**src/wdt_pkg.sv**
```systemverilog
package wdt_pkg;
   // Register offsets
   localparam logic [7:0] UNITS_OFS = 8'hf1;
   localparam logic [7:0] VALUE_OFS = 8'hf2;
   localparam logic [7:0] CFG_OFS = 8'hf3;
   localparam logic [7:0] CTRL_OFS = 8'hf4;
   localparam logic [7:0] IRQ_STAT_OFS = 8'hf5;
   localparam logic [7:0] IRQ_MASK_OFS = 8'hf6;
   localparam logic [7:0] REG_RESET_VAL = 8'h00;
   // Field positions
   localparam int UNITS_SEL_BIT = 7;
   localparam int CFG_GAME_BIT = 0;
   localparam int CFG_KBD_BIT = 1;
   localparam int CFG_MOUSE_BIT = 2;
   localparam int CFG_IND_BIT = 3;
   localparam int CFG_MAP_LSB = 4;
   localparam int CTRL_STAT_BIT = 0;
   localparam int CTRL_TOG_BIT = 1;
   localparam int CTRL_FORCE_BIT = 2;
   localparam int CTRL_KBC_EN_BIT = 3;
   // Interrupt routing codes
   localparam logic [3:0] MAP_OFF = 4'h0;
   localparam logic [3:0] MAP_IRQ1 = 4'h1;
   localparam logic [3:0] MAP_BAD = 4'h2;
   localparam logic [3:0] MAP_IRQ3 = 4'h3;
   localparam logic [3:0] MAP_IRQ15 = 4'hf;
   // Timing
   localparam longint CLK_HZ = 50000000;
   localparam longint HALF_SEC_MS = 500;
   localparam longint HALF_SEC_CYC = CLK_HZ * HALF_SEC_MS / 1000;
   localparam longint SECONDS_PER_MIN = 60;

   typedef struct packed {
      logic game;
      logic kbd;
      logic mouse;
   } activity_s;

   typedef struct packed {
      logic irq1;
      logic irq3;
      logic irq15;
   } host_irq_s;
endpackage

```
**src/tick_divider.sv**
```systemverilog
`timescale 1ns/1ns
module tick_divider #(
   parameter int unsigned DIV = 4
) (
   input wire logic mclk_i,
   input wire logic rst_i,
   input wire logic clr_i,
   output logic tick_o
);
   localparam int W = $clog2(DIV + 1);
   logic [W-1:0] cnt_ff;

   // Refused at elaboration: a zero divide has no tick at all
   if (DIV < 1) begin : g_bad_div
      $error("tick_divider: DIV must be at least 1");
   end

   always_ff @(posedge mclk_i) begin
      if (rst_i || clr_i) begin
         cnt_ff <= '0;
         tick_o <= 1'b0;
      end else if (cnt_ff == W'(DIV - 1)) begin
         cnt_ff <= '0;
         tick_o <= 1'b1;
      end else begin
         cnt_ff <= cnt_ff + 1'b1;
         tick_o <= 1'b0;
      end
   end
endmodule

```
**src/rise_detect.sv**
```systemverilog
`timescale 1ns/1ns
module rise_detect (
   input wire logic mclk_i,
   input wire logic rst_i,
   input wire logic lvl_i,
   output logic pulse_o
);
   logic prev_ff;

   // Self-clearing: one pulse per rising edge, however long the level stays high
   always_ff @(posedge mclk_i) begin
      if (rst_i) begin
         prev_ff <= 1'b0;
         pulse_o <= 1'b0;
      end else begin
         prev_ff <= lvl_i;
         pulse_o <= lvl_i & ~prev_ff;
      end
   end
endmodule

```
**src/host_watchdog_timer.sv**
```systemverilog
// The plain strobed port was chosen for this implementation.
`timescale 1ns/1ns
module host_watchdog_timer
   import wdt_pkg::*;
#(
   parameter longint SEC_CYCLES = CLK_HZ,
   parameter longint HALF_SEC_CYCLES = HALF_SEC_CYC
) (
   // Clock and resets
   input wire logic mclk_i,
   input wire logic rst_i,
   input wire logic standby_rst_i,
   // Register port
   input wire logic [7:0] addr_i,
   input wire logic [7:0] wdata_i,
   input wire logic wr_i,
   input wire logic rd_i,
   output logic [7:0] rdata_o,
   // Device activity
   input wire logic activate_i,
   input wire activity_s activity_i,
   input wire logic kbc_force_output_i,
   // Outputs
   output host_irq_s host_irq_o,
   output logic power_indicator_output_o,
   output logic irq_o
);
   import wdt_pkg::*;

   // Refused at elaboration: below two cycles a second the dividers cannot count
   if (SEC_CYCLES < 2 || HALF_SEC_CYCLES < 1) begin : g_bad_timing
      $error("host_watchdog_timer: bad timing");
   end

   ////////////////////////////////////////////////////////////////////////////////
   // Registers
   logic [7:0] units_ff;
   logic [7:0] value_ff;
   logic [7:0] cfg_ff;
   logic status_ff;
   logic toggle_en_ff;
   logic kbc_en_ff;
   logic [1:0] irq_stat_ff;
   logic [1:0] irq_mask_ff;
   logic [7:0] count_ff;
   logic [5:0] min_cnt_ff;
   logic blink_ff;

   logic wr_units;
   logic wr_value;
   logic wr_cfg;
   logic wr_ctrl;
   logic rd_stat;
   logic force_req;
   logic kbc_pulse;
   logic sec_tick;
   logic half_tick;
   logic unit_tick;
   logic restart;
   logic timeout;
   logic enabled;

   assign wr_units = wr_i && (addr_i == UNITS_OFS);
   assign wr_value = wr_i && (addr_i == VALUE_OFS);
   assign wr_cfg = wr_i && (addr_i == CFG_OFS);
   assign wr_ctrl = wr_i && (addr_i == CTRL_OFS);
   assign rd_stat = rd_i && (addr_i == IRQ_STAT_OFS);

   always_ff @(posedge mclk_i) begin
      if (rst_i) begin
         units_ff <= REG_RESET_VAL;
         value_ff <= REG_RESET_VAL;
         cfg_ff <= REG_RESET_VAL;
      end else begin
         if (wr_units) begin
            units_ff <= {wdata_i[UNITS_SEL_BIT], 7'h00};
         end
         if (wr_value) begin
            value_ff <= wdata_i;
         end
         if (wr_cfg) begin
            cfg_ff <= wdata_i;
         end
      end
   end

   // Control lives on standby supply: main reset leaves it alone
   always_ff @(posedge mclk_i) begin
      if (standby_rst_i) begin
         toggle_en_ff <= 1'b0;
         kbc_en_ff <= 1'b0;
      end else if (wr_ctrl) begin
         if (activate_i) begin
            toggle_en_ff <= wdata_i[CTRL_TOG_BIT];
         end
         kbc_en_ff <= wdata_i[CTRL_KBC_EN_BIT];
      end
   end

   ////////////////////////////////////////////////////////////////////////////////
   // Force and restart sources
   rise_detect u_kbc_edge (
      .mclk_i(mclk_i),
      .rst_i(rst_i),
      .lvl_i(kbc_force_output_i),
      .pulse_o(kbc_pulse)
   );

   // Force bit is never stored, so it reads zero and clears itself
   assign force_req = (wr_ctrl && wdata_i[CTRL_FORCE_BIT])
      || (kbc_en_ff && kbc_pulse);

   assign restart = wr_value
      || (activate_i && cfg_ff[CFG_GAME_BIT] && activity_i.game)
      || (activate_i && cfg_ff[CFG_KBD_BIT] && activity_i.kbd)
      || (cfg_ff[CFG_MOUSE_BIT] && activity_i.mouse);

   ////////////////////////////////////////////////////////////////////////////////
   // Unit timebase
   tick_divider #(
      .DIV(int'(SEC_CYCLES))
   ) u_sec (
      .mclk_i(mclk_i),
      .rst_i(rst_i),
      .clr_i(restart),
      .tick_o(sec_tick)
   );

   always_ff @(posedge mclk_i) begin
      if (rst_i || restart) begin
         min_cnt_ff <= 6'h00;
      end else if (sec_tick) begin
         min_cnt_ff <= (min_cnt_ff == 6'(SECONDS_PER_MIN - 1)) ? 6'h00 : min_cnt_ff + 6'h01;
      end
   end

   assign unit_tick = sec_tick
      && (units_ff[UNITS_SEL_BIT] || min_cnt_ff == 6'(SECONDS_PER_MIN - 1));

   ////////////////////////////////////////////////////////////////////////////////
   // Countdown
   assign enabled = (value_ff != 8'h00);

   always_ff @(posedge mclk_i) begin
      if (rst_i) begin
         count_ff <= 8'h00;
      end else if (restart || !enabled) begin
         count_ff <= wr_value ? wdata_i : value_ff;
      end else if (unit_tick && count_ff != 8'h00) begin
         count_ff <= count_ff - 8'h01;
      end
   end

   assign timeout = force_req
      || (enabled && !restart && unit_tick && count_ff == 8'h01);

   // Set wins over a software clear in the same cycle
   always_ff @(posedge mclk_i) begin
      if (standby_rst_i) begin
         status_ff <= 1'b0;
      end else if (timeout) begin
         status_ff <= 1'b1;
      end else if (wr_ctrl && activate_i) begin
         status_ff <= wdata_i[CTRL_STAT_BIT];
      end
   end

   ////////////////////////////////////////////////////////////////////////////////
   // Host interrupt routing
   always_ff @(posedge mclk_i) begin
      if (rst_i) begin
         host_irq_o <= '0;
      end else begin
         host_irq_o.irq1 <= status_ff && cfg_ff[7:CFG_MAP_LSB] == MAP_IRQ1;
         host_irq_o.irq3 <= status_ff && cfg_ff[7:CFG_MAP_LSB] == MAP_IRQ3;
         host_irq_o.irq15 <= status_ff && cfg_ff[7:CFG_MAP_LSB] == MAP_IRQ15;
      end
   end

   ////////////////////////////////////////////////////////////////////////////////
   // Power indicator blink, free-running half-second phase
   tick_divider #(
      .DIV(int'(HALF_SEC_CYCLES))
   ) u_half (
      .mclk_i(mclk_i),
      .rst_i(rst_i),
      .clr_i(1'b0),
      .tick_o(half_tick)
   );

   always_ff @(posedge mclk_i) begin
      if (rst_i) begin
         blink_ff <= 1'b0;
      end else if (half_tick) begin
         blink_ff <= ~blink_ff;
      end
   end

   always_ff @(posedge mclk_i) begin
      if (rst_i) begin
         power_indicator_output_o <= 1'b0;
      end else begin
         power_indicator_output_o <= blink_ff
            && (toggle_en_ff || (cfg_ff[CFG_IND_BIT] && status_ff));
      end
   end

   ////////////////////////////////////////////////////////////////////////////////
   // Local interrupt: bit 0 time-out, bit 1 routing code MAP_BAD (4'h2) written
   always_ff @(posedge mclk_i) begin
      if (rst_i) begin
         irq_stat_ff <= 2'h0;
      end else begin
         irq_stat_ff <= (rd_stat ? 2'h0 : irq_stat_ff)
            | {wr_cfg && wdata_i[7:CFG_MAP_LSB] == MAP_BAD, timeout};
      end
   end

   always_ff @(posedge mclk_i) begin
      if (rst_i) begin
         irq_mask_ff <= 2'h0;
      end else if (wr_i && addr_i == IRQ_MASK_OFS) begin
         irq_mask_ff <= wdata_i[1:0];
      end
   end

   always_ff @(posedge mclk_i) begin
      if (rst_i) begin
         irq_o <= 1'b0;
      end else begin
         irq_o <= |(irq_stat_ff & irq_mask_ff & ~{1'b0, rd_stat}) && !rd_stat;
      end
   end

   ////////////////////////////////////////////////////////////////////////////////
   // Read port
   always_ff @(posedge mclk_i) begin
      if (rst_i) begin
         rdata_o <= 8'h00;
      end else if (rd_i) begin
         unique case (addr_i)
            UNITS_OFS: rdata_o <= units_ff;
            VALUE_OFS: rdata_o <= value_ff;
            CFG_OFS: rdata_o <= cfg_ff;
            CTRL_OFS: rdata_o <= {4'h0, kbc_en_ff, 1'b0, toggle_en_ff, status_ff};
            IRQ_STAT_OFS: rdata_o <= {6'h00, irq_stat_ff};
            IRQ_MASK_OFS: rdata_o <= {6'h00, irq_mask_ff};
            default: rdata_o <= 8'h00;
         endcase
      end else begin
         rdata_o <= 8'h00;
      end
   end
endmodule

```
**config.mk**
```make
export PLATFORM = sky130hd
export DESIGN_NAME = host_watchdog_timer
export DESIGN_NICKNAME = d
export VERILOG_FILES = /design/src/wdt_pkg.sv /design/src/tick_divider.sv /design/src/rise_detect.sv /design/src/host_watchdog_timer.sv
export SDC_FILE = /design/constraint.sdc
export NUM_CORES = 1
export LEC_CHECK = 0
export BUFFER_PORTS_ARGS = -buffer_cell sky130_fd_sc_hd__clkbuf_2
export CAP_MARGIN = 30
export CORE_ASPECT_RATIO = 1.75
export CORE_MARGIN = 10
export CORE_UTILIZATION = 54
export CTS_CLUSTER_DIAMETER = 150
export DETAILED_ROUTE_END_ITERATION = 10
export GPL_TIMING_DRIVEN = 0
export PLACE_DENSITY_LB_ADDON = 0.08
export SLEW_MARGIN = 40
export SYNTH_ARGS = -nofsm -noshare
export SYNTH_HDL_FRONTEND = slang
export SYNTH_SLANG_ARGS = --single-unit
export TNS_END_PERCENT = 50
```
**constraint.sdc**
```tcl
create_clock -name mclk_i -period 1.9 [get_ports mclk_i]
set_input_delay 0.475 -clock mclk_i [delete_from_list [all_inputs] [get_ports mclk_i]]
set_output_delay 0.475 -clock mclk_i [all_outputs]
set_load 0.1 [all_outputs]
```
[Yosys cells after proc, flatten, opt, wreduce, memory -nomap -nowiden]
Cells that the tools add are included.
Cells by class
  reduce and logical (&&, ||, !) cells: 47
  equality and inequality tests: 14
  bitwise operators: 8
  add/sub/neg operators: 4
  muxes and demuxes: 10
Operator list (number)
  == test 8 bit (second input constant): 6
  case mux 8 bit (6 select lines): 1
  adder 26 x 1 -> 26 bit (second input constant): 1
  == test 26 bit (second input constant): 1
  logical AND 1 bit: 26
  adder 25 x 1 -> 25 bit (second input constant): 1
  == test 25 bit (second input constant): 1
  2-to-1 mux 8 bit: 3
  nonzero test 8 bit: 2
  logical OR 1 bit: 9
  == test 4 x 2 -> 1 bit (second input constant): 2
  == test 8 x 1 -> 1 bit (second input constant): 1
  OR reduction 2 bit: 4
  subtractor 8 x 1 -> 8 bit (second input constant): 1
  adder 6 x 1 -> 6 bit (second input constant): 1
  == test 6 bit (second input constant): 1
  2-to-1 mux 6 bit: 1
  bitwise AND 2 bit: 2
  == test 4 x 1 -> 1 bit (second input constant): 1
  == test 4 bit (second input constant): 1
  2-to-1 mux 1 bit: 4
  nonzero test 2 bit: 2
  logical NOT 1 bit: 3
  inverter 1 bit: 3
  5 further kinds: 5
Word-level totals
  bits in registers: 107
  output and inout port bits: 13
  word-level logic and storage cells: 106
  bits of input ports: 26

[Logic depth before layout (Yosys ltp)]
Gate-level depths: netlist of the first run.
  depth in word-level cells: 11
  mapped depth: 9
  depth with buffers taken out: 6

[Modules after synthesis]
From an unflattened synthesis of the first run, not the netlist that was laid out.
Second synthesis, totals
  cells, all modules: 545
  area total of the unflattened synthesis: 4954.8 sq um
By module, submodules not included
  host_watchdog_timer: area an instance 2419.8 sq um, cells an instance 259, instances 1, sequential area each 1041.0 sq um
  tick_divider at u_sec: area an instance 1290.0 sq um, cells an instance 145, instances 1, sequential area each 540.5 sq um
  tick_divider at u_half: area an instance 1186.1 sq um, cells an instance 137, instances 1, sequential area each 520.5 sq um
  rise_detect: area an instance 58.8 sq um, cells an instance 4, instances 1, sequential area each 40.0 sq um

[Least setup slack after synthesis of the first run]
Ideal clock, no wire load.
  path kind: register to register
  start: register u_sec.cnt_ff[0]
  end: register u_sec.cnt_ff[7]
  data required time: 1.784 ns
  setup slack: 0.036 ns
  cell stages (with the launch flop): 10
  library setup time: 0.116 ns
  arrival: 1.748 ns
  path through: dfxtp_1 ha_1 nand3_1 or2_1 clkbuf_2 or4_4 nand2b_1 buf_6 buf_8 nor2_1
On the way
  longest elaborated chain between the ends: 2
  elaborated cells between the ends (all ways): 3
Ends and longest elaborated chain
  from (decl): RTL line tick_divider.sv:11  | logic [W-1:0] cnt_ff;
  from (signal assigned): RTL line tick_divider.sv:26  | cnt_ff <= cnt_ff + 1'b1;
  branches (longest 2 deep; another with adder 26 x 1 -> 26 bit)
Parallel ways; which one is timed is not known.
A chain may end at the register's enable or synchronous reset.

[Worst setup path in the final report of the first run]
  start: register u_sec.cnt_ff[18]
  end: register u_sec.cnt_ff[16]
On the way
  longest elaborated chain between the ends: 2
Ends and longest elaborated chain
  == test 26 bit: RTL line tick_divider.sv:22  | end else if (cnt_ff == W'(DIV - 1)) begin
  OR reduction 2 bit (no line)
Every way passes these cells.

==> impl_metrics.env, run 1 <==
export IMPL_synth_most_common_cell="dfxtp_1"
export IMPL_period_share=0.963
export IMPL_post_route_drc_count=0
export IMPL_cts_max_level=3
export IMPL_fin_setup_tns_ns=0
export IMPL_synth_edf_count=0
export IMPL_initial_core_util=0.549
export IMPL_setup_violations_final=0
export IMPL_vias_per_cell=5.55
export IMPL_netlist_area_leader_share=0.453
export IMPL_reg2regPathDepth=7
export IMPL_cts_root_buf="clkbuf_16"
export IMPL_synth_area_um2=4730
export IMPL_synthFlopType="dfxtp_1"
export IMPL_p_int_mw=3.37
export IMPL_pwr_share_comb=0.039
export IMPL_r2r_end="u_sec.cnt_ff[16]$_SDFF_PP0_"
export IMPL_p_sw_mw=0.971
export IMPL_pwr_share_seq=0.523
export IMPL_synth_cell_type_count=53
export IMPL_drive_gt1_frac=0.162
export IMPL_routed_wl_um=10500
export IMPL_hp_class="in -> reg"
export IMPL_maxSlewViolCount=0
export IMPL_start_kind="register"
export IMPL_grt_ovfl_total=0
export IMPL_fp_dieH_um=144
export IMPL_ant_nets=0
export IMPL_cts_inserted_buffers=9
export IMPL_min_from="standby_rst_i"
export IMPL_wl_per_cell_um=15.1
export IMPL_grt_pass1_vias=3908
export IMPL_nets=606
export IMPL_critPathKind="reg -> reg"
export IMPL_grt_pass1_wl_um=17900
export IMPL_worst_slew_pin_slew_ns=0.615
export IMPL_synth_top_area_cell="dfxtp_1"
export IMPL_die_w_um=90.8
export IMPL_syn_inst=523
export IMPL_r2r_slack_ns=0.07
export IMPL_antenna_found_initial=0
export IMPL_drtIter0Drc=144
export IMPL_hold_viol=0
export IMPL_endpoint_kind="register"
export IMPL_grt_usage=0.166
export IMPL_synthTopCellsByCount="dfxtp_1, nor2_1"
export IMPL_clk_transition_reported_paths_ns=0.08
export IMPL_portBuffers=38
export IMPL_clk_latency_ns=0.35
export IMPL_grt_max_degree=20
export IMPL_ioPinCount=39
export IMPL_slew_headroom=0.586
export IMPL_gp_congestion=0.869
export IMPL_detailedPlacementHpwl_um=7830
export IMPL_vias=3866
export IMPL_post_route_util=0.639
export IMPL_irDropWorstVdd_uv=615
export IMPL_firstDrtPassIters=4
export IMPL_synth_top_cells_by_area="dfxtp_1, nor2_1, mux2i_1, xnor2_1, xor2_1"
export IMPL_postSynthNetCount=554
export IMPL_diodes=0
export IMPL_status="finished, final reports clean"
export IMPL_fmax_mhz=546
export IMPL_skew_ns=0.0101
export IMPL_clock_sinks=107
export IMPL_seq_area_frac_synth=0.453
export IMPL_ys_warn_count=0
export IMPL_min_to="status_ff$_SDFFE_PP0P_"
export IMPL_worstReg2RegStart="u_sec.cnt_ff[18]$_SDFF_PP0_"
export IMPL_worstPathRequired_ns=2.14
export IMPL_fin_crit_ns=1.83
export IMPL_swShare=0.224
export IMPL_ys_async_sr_fraction=0
export IMPL_syn_area_per_cell_um2=9.05
export IMPL_syn_to_final_growth_pct=16.4
export IMPL_coreArea_um2=8610
export IMPL_maxCapViolations=0
export IMPL_p_clk_frac=0.438
export IMPL_ys_seq_elements=107
export IMPL_power_density_nw_per_um2=789
export IMPL_hold_path_cell_count=2
export IMPL_cts_tree="done"
export IMPL_dieArea_um2=13100
export IMPL_p_leak_nw=2.06
export IMPL_clock_path_buffers=2
export IMPL_row_count=45
export IMPL_cp_data_arrival_time_ns=2.07
export IMPL_path_max_fanout=10
## cell usage in the layout (no fill, tap or decap), drive strengths merged, types with 2 or more instances in the layout
| cell | instances |
|---|---|
| a211oi | 2 |
| a21boi | 6 |
| a21oi | 13 |
| a22o | 7 |
| a22oi | 5 |
| a32oi | 2 |
| and2 | 3 |
| and3 | 10 |
| and4 | 6 |
| buf | 15 |
| clkbuf | 53 |
| clkinv | 3 |
| dfxtp | 107 |
| ha | 5 |
| inv | 12 |
| mux2 | 2 |
| mux2i | 27 |
| nand2 | 28 |
| nand2b | 3 |
| nand3 | 28 |
| nand3b | 2 |
| nand4 | 19 |
| nand4b | 3 |
| nor2 | 99 |
| nor2b | 10 |
| nor3 | 18 |
| nor4 | 17 |
| nor4b | 2 |
| or2 | 2 |
| xnor2 | 28 |
| xor2 | 28 |
## flip-flops by register name, summed over array words and instances, names as in the netlist
signal / count
count_ff: 8
power_indicator_output_o: 1
irq_mask_ff: 2
cfg_ff: 8
u_sec.tick_o: 1
host_irq_o: 3
u_kbc_edge.prev_ff: 1
u_half.tick_o: 1
irq_stat_ff: 2
min_cnt_ff: 6
u_kbc_edge.pulse_o: 1
toggle_en_ff: 1
u_sec.cnt_ff: 26
kbc_en_ff: 1
units_ff: 1
value_ff: 8
rdata_o: 8
irq_o: 1
status_ff: 1
u_half.cnt_ff: 25
blink_ff: 1
## repair_timing
item,in CTS,in global routing
endpoints found under the setup margin,45,60
setup buffers,1,4
gates resized for setup,9,17
hold buffers,0,0
pin swaps,2,4
cloned,0,0
## cell families after synthesis
logic type | count (synthesis) | share of synthesized area
simple gates | 256 | 0.274
flops | 107 | 0.453
xor+xnor | 56 | 0.104
compound gates | 43 | 0.0637
mux | 29 | 0.0619
buf+inv | 27 | 0.0304
fa+ha+maj | 5 | 0.0132
## how the worst max path moves through the flow
| stage | depth (start not counted) | slack, ns | to | startpoint |
|---|---|---|---|---|
| CTS | 7 | 0.03 | count_ff[3]$_SDFFE_PP0P_ | min_cnt_ff[0]$_SDFFE_PP0P_ |
| global placement | 5 | -0.28 | cfg_ff[7]$_SDFFE_PP0P_ | rst_i |
| global route | 7 | -0.02 | count_ff[6]$_SDFFE_PP0P_ | addr_i[3] |
| finish | 7 | 0.07 | u_sec.cnt_ff[16]$_SDFF_PP0_ | u_sec.cnt_ff[18]$_SDFF_PP0_ |
| floorplan | 9 | 0.04 | u_sec.cnt_ff[7]$_SDFF_PP0_ | u_sec.cnt_ff[0]$_SDFF_PP0_ |
| detailed placement | 5 | -0.31 | cfg_ff[7]$_SDFFE_PP0P_ | rst_i |
## through the flow
| stage | hold slack [ns] | area, µm² | instances | total power [mW] | setup WS (ns) |
|---|---|---|---|---|---|
| after global routing | 0.315 | 5510 | 697 | 4.51 | -0.0213 |
| after detailed placement | 0.381 | 5070 | 678 | 2.48 | -0.314 |
| after global placement | 0.374 | 5070 | 678 | 2.48 | -0.280 |
| final | 0.318 | 5510 | 697 | 4.34 | 0.0697 |
| after CTS | 0.311 | 5410 | 693 | 4.39 | 0.0326 |
| after floorplan | 0.367 | 4730 | 523 | 2.41 | 0.0365 |
## area by class of cell
class	instances	area, µm²
Buffer	16	114
Timing Repair Buffer	43	228
Multi-Input combinational cell	389	2530
Clock buffer	9	225
Clock inverter	7	83.8
Fill cell	788	3110
Inverter	9	33.8
Sequential cell	107	2150
Tap cell	117	146
## critical path, stage by stage (launching register included)
cell and delay, ns:
dfxtp_1 0.34, nor4_1 0.27, nand4_1 0.14, or4_4 0.58
nand2b_4 0.09, buf_6 0.12, buf_8 0.13, nor2_1 0.05
## power groups by stage
stage	Combinational [mW]	Clock [mW]	Sequential, mW
6_report	0.171	1.90	2.27
3_3_place_gp	0.155	0	2.32
3_5_place_dp	0.156	0	2.32
4_1_cts	0.163	1.96	2.27
2_1_floorplan	0.0891	0	2.32
5_1_grt	0.188	2.05	2.27
## routing by layer
metal  up-vias  GRT usage  wire length, µm  share of wire
li1       1936          -                -              -
met1      1825      0.162             4010           0.38
met2        87      0.310             5770           0.55
met3        18     0.0439              456          0.043
met4         0     0.0909              293          0.028
met5         -          0                0              0
No activity file was read; power rests on OpenSTA's default activity.
==> run 2, diff against run 1 <==
--- a/config.mk
+++ b/config.mk
@@ -5,13 +5,13 @@
 export SDC_FILE = /design/constraint.sdc
 export NUM_CORES = 1
 export LEC_CHECK = 0
-export BUFFER_PORTS_ARGS = -buffer_cell sky130_fd_sc_hd__clkbuf_2
 export CAP_MARGIN = 30
 export CORE_ASPECT_RATIO = 1.75
 export CORE_MARGIN = 10
-export CORE_UTILIZATION = 54
+export CORE_UTILIZATION = 25
 export CTS_CLUSTER_DIAMETER = 150
 export DETAILED_ROUTE_END_ITERATION = 10
+export DONT_BUFFER_PORTS = 1
 export GPL_TIMING_DRIVEN = 0
 export PLACE_DENSITY_LB_ADDON = 0.08
 export SLEW_MARGIN = 40
==> run 2 against run 1 <==
Net effect: combinational power decreased by 16%; sequential share of layout area shrank 0.24 points; core utilization decreased by 34 points; final cell count rose by 12%; fmax shrank 2.1%; sequential cell count did not move; wire length up 17%; worst hold slack worse by 0.14 ns; clock skew about the same; first-iteration DRC count up 32%; global-route usage decreased by 6.7 points.
==> impl_metrics.env, run 2 (synthesis results as in run 1) <==
export IMPL_status="finished, final reports clean"
export IMPL_hold_viol=0
export IMPL_irDropWorstVdd_uv=403
export IMPL_portBuffers=0
export IMPL_grt_ovfl_total=0
export IMPL_crit_slowest_cell="or4_4"
export IMPL_clock_sinks=107
export IMPL_initial_core_util=0.255
export IMPL_wl_per_cell_um=15.8
export IMPL_maxSlewViolCount=0
export IMPL_hp_class="in -> reg"
export IMPL_cp_data_arrival_time_ns=2.12
export IMPL_pwr_share_comb=0.032
export IMPL_clk_transition_reported_paths_ns=0.07
export IMPL_path_max_fanout=7
export IMPL_whs_ns=0.180
export IMPL_path_cells="nor4_4 > nand4_1 > or4_4 > nand2b_4 > buf_8 > clkbuf_16 > nor2_1"
export IMPL_p_clk_frac=0.463
export IMPL_most_common_layout_cells="nor2_1, dfxtp_1, nand2_1, xor2_1, xnor2_1"
export IMPL_p_int_mw=3.53
export IMPL_n_fill_cell=1972
export IMPL_critPathKind="reg -> reg"
export IMPL_rsz0062_at_grt="yes"
export IMPL_die_w_um=124
export IMPL_swShare=0.213
export IMPL_grt_max_degree=17
export IMPL_setup_violations_final=0
export IMPL_coreArea_um2=18600
export IMPL_clk_latency_ns=0.36
export IMPL_gp_congestion=0.825
export IMPL_diodes=0
export IMPL_dieArea_um2=25000
export IMPL_grt_pass1_wl_um=19500
export IMPL_worstPathRequired_ns=2.15
export IMPL_fin_crit_ns=1.87
export IMPL_vias=3724
export IMPL_largest_reg_flops=26
export IMPL_endpoint_kind="register"
export IMPL_p_leak_nw=1.94
export IMPL_fp_dieH_um=202
export IMPL_max_stage_delay_ns=0.58
export IMPL_p_sw_mw=0.955
export IMPL_cts_root_buf="clkbuf_16"
export IMPL_ioPinCount=39
export IMPL_post_route_drc_count=0
export IMPL_min_from="standby_rst_i"
export IMPL_power_density_nw_per_um2=802
export IMPL_regMostFlops="u_sec.cnt_ff"
export IMPL_drtIter0Drc=190
export IMPL_drive_gt1_frac=0.140
export IMPL_worstReg2RegStart="u_sec.cnt_ff[9]$_SDFF_PP0_"
export IMPL_worst_slew_pin_slew_ns=0.788
export IMPL_dpl_cell_area_um2=5060
export IMPL_skew_ns=0.0102
export IMPL_fmax_mhz=535
export IMPL_maxCapViolations=0
export IMPL_crit_start="u_sec.cnt_ff[9]$_SDFF_PP0_"
export IMPL_clock_path_buffers=2
export IMPL_final_common_cell="nor2_1"
export IMPL_detailedPlacementHpwl_um=9400
export IMPL_start_kind="register"
export IMPL_slew_headroom=0.470
export IMPL_finalPower_mw=4.49
export IMPL_vias_per_cell=4.77
export IMPL_pwr_share_seq=0.506
export IMPL_syn_to_final_growth_pct=18.2
export IMPL_grt_usage=0.0995
export IMPL_ctsHoldBuffers=0
export IMPL_final_area_um2=5590
export IMPL_firstDrtPassIters=5
export IMPL_ant_nets=0
export IMPL_row_count=66
export IMPL_reg_top3="u_sec.cnt_ff (26), u_half.cnt_ff (25)"
export IMPL_cts_inserted_buffers=9
export IMPL_cts_max_level=3
export IMPL_routed_wl_um=12300
export IMPL_nets=570
export IMPL_grt_pass1_vias=3809
export IMPL_antenna_found_initial=0
export IMPL_cts_tree="done"
export IMPL_period_share=0.984
-- run 2: cell count changes in the layout (fill, tap and decap cells not counted), moves of 3 or more --
cell / before / now
dfxtp_2: 1 / 14
nor2_4: 0 / 3
clkbuf_2: 40 / 1
nor2_2: 0 / 3
nor2_1: 99 / 93
dfxtp_1: 105 / 91
-- run 2: layer usage --
layer	part of all wire	GRT usage
met2	0.56	0.190
met3	0.055	0.0246
met5	0	0
met1	0.36	0.0953
met4	0.020	0.0425
-- run 2: critical path, delay by kind of cell (launching register included) --
| kind | cells | cell delay (ns) |
|---|---|---|
| buffers and inverters | 2 | 0.28 |
| AND/OR/NAND/NOR | 5 | 1.11 |
| flip-flops | 1 | 0.37 |
-- run 2: repair_timing --
item / 4_1_cts / 5_1_grt
resized for setup: 10 / 26
endpoints found under the setup margin: 48 / 50
buffers inserted: 1 / 5
gates cloned: 0 / 1
pin swaps: 2 / 6
-- run 2: area by class of cell --
class	count	area, µm²	area share
well taps	238	298	0.0532
repair buffers	7	70.1	0.0125
clock inverters	4	73.8	0.0132
plain buffers	16	114	0.0204
inverters	9	33.8	0.00604
multi-input cells	389	2580	0.462
flip-flops and latches	107	2170	0.387
clock buffers	11	253	0.0452
-- run 2: through the flow --
| stage | worst slack, ns | util | TNS, ns | std cells |
|---|---|---|---|---|
| global placement | -0.323 | 0.271 | -17.20 | 761 |
| global route | -0.0637 | 0.301 | -1.10 | 781 |
| CTS | 0.000411 | 0.292 | 0 | 775 |
| detailed placement | -0.288 | 0.272 | -18.71 | 761 |
| finish | 0.0301 | 0.301 | 0 | 781 |
| floorplan | 0.0365 | - | 0 | 523 |
-- run 2: power by group through the flow --
stage          registers, mW  logic (mW)  clock network, mW
4_1_cts                 2.27       0.129               2.14
3_5_place_dp            2.32       0.123                  0
5_1_grt                 2.27       0.158               2.23
2_1_floorplan           2.32      0.0891                  0
6_report                2.27       0.143               2.08
3_3_place_gp            2.32       0.122                  0
-- run 2: worst paths after layout --
| check | end | slack [ns] | depth (start not counted) |
|---|---|---|---|
| min reg2reg | u_kbc_edge.pulse_o$_SDFF_PP0_ | 0.37 | 1 |
| max | u_sec.cnt_ff[19]$_SDFF_PP0_ | 0.03 | 7 |
| min | toggle_en_ff$_SDFFE_PP0P_ | 0.18 | 1 |
| max reg2reg | u_sec.cnt_ff[19]$_SDFF_PP0_ | 0.03 | 7 |
==> run 3, diff against run 2 <==
==> constraint.sdc (replaced) <==
create_clock -name mclk_i -period 1.9 [get_ports mclk_i]
set_input_delay 0.38 -clock mclk_i [delete_from_list [all_inputs] [get_ports mclk_i]]
set_output_delay 0.38 -clock mclk_i [all_outputs]
set_load 0.1 [all_outputs]
==> run 3 against run 2 <==
Net effect: sequential cell count unchanged; sequential power about the same; register-to-register slack about the same; fmax unchanged; critical path type unchanged; largest cell class unchanged; largest power group unchanged.
==> impl_metrics.env, run 3 (synthesis results as in run 1) <==
export IMPL_drtIter0Drc=190
export IMPL_nets=570
export IMPL_hp_class="in -> reg"
export IMPL_whs_ns=0.0844
export IMPL_antenna_found_initial=0
export IMPL_rsz0062_at_grt="yes"
export IMPL_path_max_fanout=7
export IMPL_irDropWorstVdd_uv=403
export IMPL_skew_ns=0.0102
export IMPL_clock_path_buffers=2
export IMPL_finalPower_mw=4.49
export IMPL_dp_cells=761
export IMPL_power_density_nw_per_um2=803
export IMPL_n_fill_cell=1972
export IMPL_fin_cells=781
export IMPL_post_route_util=0.301
export IMPL_final_common_cell="nor2_1"
export IMPL_grt_pass1_vias=3809
export IMPL_ant_nets=0
export IMPL_critPathKind="reg -> reg"
export IMPL_setup_violations_final=0
export IMPL_vias_per_cell=4.75
export IMPL_coreArea_um2=18600
export IMPL_multi_input_area_um2=2580
export IMPL_most_common_layout_cells="nor2_1, dfxtp_1, nand2_1, xor2_1, xnor2_1"
export IMPL_p_clk_frac=0.463
export IMPL_final_area_um2=5590
export IMPL_detailedPlacementHpwl_um=9400
export IMPL_maxSlewViolCount=0
export IMPL_pre_cts_ws_ns=-0.236
export IMPL_status="finished, final reports clean"
export IMPL_endpoint_kind="register"
export IMPL_r2r_end="u_sec.cnt_ff[19]$_SDFF_PP0_"
export IMPL_gp_congestion=0.825
export IMPL_fmax_mhz=535
export IMPL_finalWorstSetupSlack_ns=0.0301
export IMPL_cp_depth=7
export IMPL_hold_viol=0
export IMPL_crit_start="u_sec.cnt_ff[9]$_SDFF_PP0_"
export IMPL_routed_wl_um=12300
export IMPL_ioPinCount=39
export IMPL_max_stage_delay_ns=0.58
export IMPL_p_leak_nw=1.94
export IMPL_p_sw_mw=0.959
export IMPL_cts_tree="done"
export IMPL_clock_sinks=107
export IMPL_cp_data_arrival_time_ns=2.12
export IMPL_clk_latency_ns=0.36
export IMPL_diodes=0
export IMPL_seq_area_um2=2170
export IMPL_min_from="standby_rst_i"
export IMPL_initial_core_util=0.255
export IMPL_largest_reg_flops=26
export IMPL_row_count=66
export IMPL_cts_max_level=3
export IMPL_post_route_drc_count=0
export IMPL_path_cells="nor4_4 > nand4_1 > or4_4 > nand2b_4 > buf_8 > clkbuf_16 > nor2_1"
export IMPL_path_buf_inv=2
export IMPL_fin_crit_ns=1.87
export IMPL_syn_to_final_growth_pct=18.2
export IMPL_maxCapViolations=0
export IMPL_vias=3709
export IMPL_fin_setup_tns_ns=0
export IMPL_wl_per_cell_um=15.8
export IMPL_portBuffers=0
export IMPL_fp_dieH_um=202
export IMPL_grt_usage=0.0995
export IMPL_dieArea_um2=25000
export IMPL_crit_slowest_cell="or4_4"
export IMPL_grt_ovfl_total=0
export IMPL_grt_pass1_wl_um=19500
export IMPL_swShare=0.213
export IMPL_die_w_um=124
export IMPL_cts_inserted_buffers=9
export IMPL_critPathTopFamily="simple AND/OR/NAND/NOR gates"
export IMPL_slew_headroom=0.486
export IMPL_pwr_share_comb=0.032
export IMPL_worstPathRequired_ns=2.15
export IMPL_crit_path_end="u_sec.cnt_ff[19]$_SDFF_PP0_"
export IMPL_p_int_mw=3.53
export IMPL_dpl_cell_area_um2=5060
export IMPL_start_kind="register"
export IMPL_firstDrtPassIters=6
export IMPL_pwr_share_seq=0.505
export IMPL_regMostFlops="u_sec.cnt_ff"
export IMPL_worst_slew_pin_slew_ns=0.763
export IMPL_reg_top3="u_sec.cnt_ff (26), u_half.cnt_ff (25)"
export IMPL_worstReg2RegStart="u_sec.cnt_ff[9]$_SDFF_PP0_"
export IMPL_reg2regPathDepth=7
export IMPL_r2r_slack_ns=0.03
export IMPL_grt_max_degree=17
export IMPL_period_share=0.984
export IMPL_clk_transition_reported_paths_ns=0.07
export IMPL_drive_gt1_frac=0.138
export IMPL_cts_root_buf="clkbuf_16"
run 3: changes by cell type in the layout (fill, tap and decap cells not counted), sizes merged:
cell | before | now
buf | 17 | 18
clkbuf | 17 | 16
run 3: repair_timing:
item                       4_1_cts  5_1_grt
pin swaps                        2        6
buffers inserted                 1        5
resized for setup               10       25
cloned                           0        1
hold buffers                     0        0
setup endpoints to repair       48       46
run 3: how the worst min path moves through the flow:
stage,slack (ns),end,depth (start not counted)
after floorplan,0.37,u_kbc_edge.pulse_o$_SDFF_PP0_,1
after global placement,0.37,u_kbc_edge.pulse_o$_SDFF_PP0_,1
after detailed placement,0.38,u_kbc_edge.pulse_o$_SDFF_PP0_,1
after CTS,0.07,toggle_en_ff$_SDFFE_PP0P_,1
after global routing,0.08,status_ff$_SDFFE_PP0P_,1
final,0.08,toggle_en_ff$_SDFFE_PP0P_,1
run 3: routing by layer:
layer	share of wire	routed length, µm	up-vias	global-route usage
li1	-	-	1861	-
met1	0.36	4480	1768	0.0953
met2	0.56	6940	63	0.190
met3	0.054	666	17	0.0246
met4	0.020	243	0	0.0425
met5	0	0	-	0
run 3: area by class of cell:
cell class / instances / share of cell area
plain buffers: 16 / 0.0201
clock inverters: 4 / 0.0132
clock buffers: 11 / 0.0452
flip-flops and latches: 107 / 0.387
multi-input cells: 389 / 0.462
well taps: 238 / 0.0532
inverters: 9 / 0.00604
repair buffers: 7 / 0.0125
run 3: power groups by stage:
stage	logic [mW]	clock network [mW]	registers [mW]
finish	0.142	2.08	2.27
floorplan	0.0891	0	2.32
global route	0.158	2.23	2.27
detailed placement	0.123	0	2.32
CTS	0.129	2.14	2.27
global placement	0.122	0	2.32
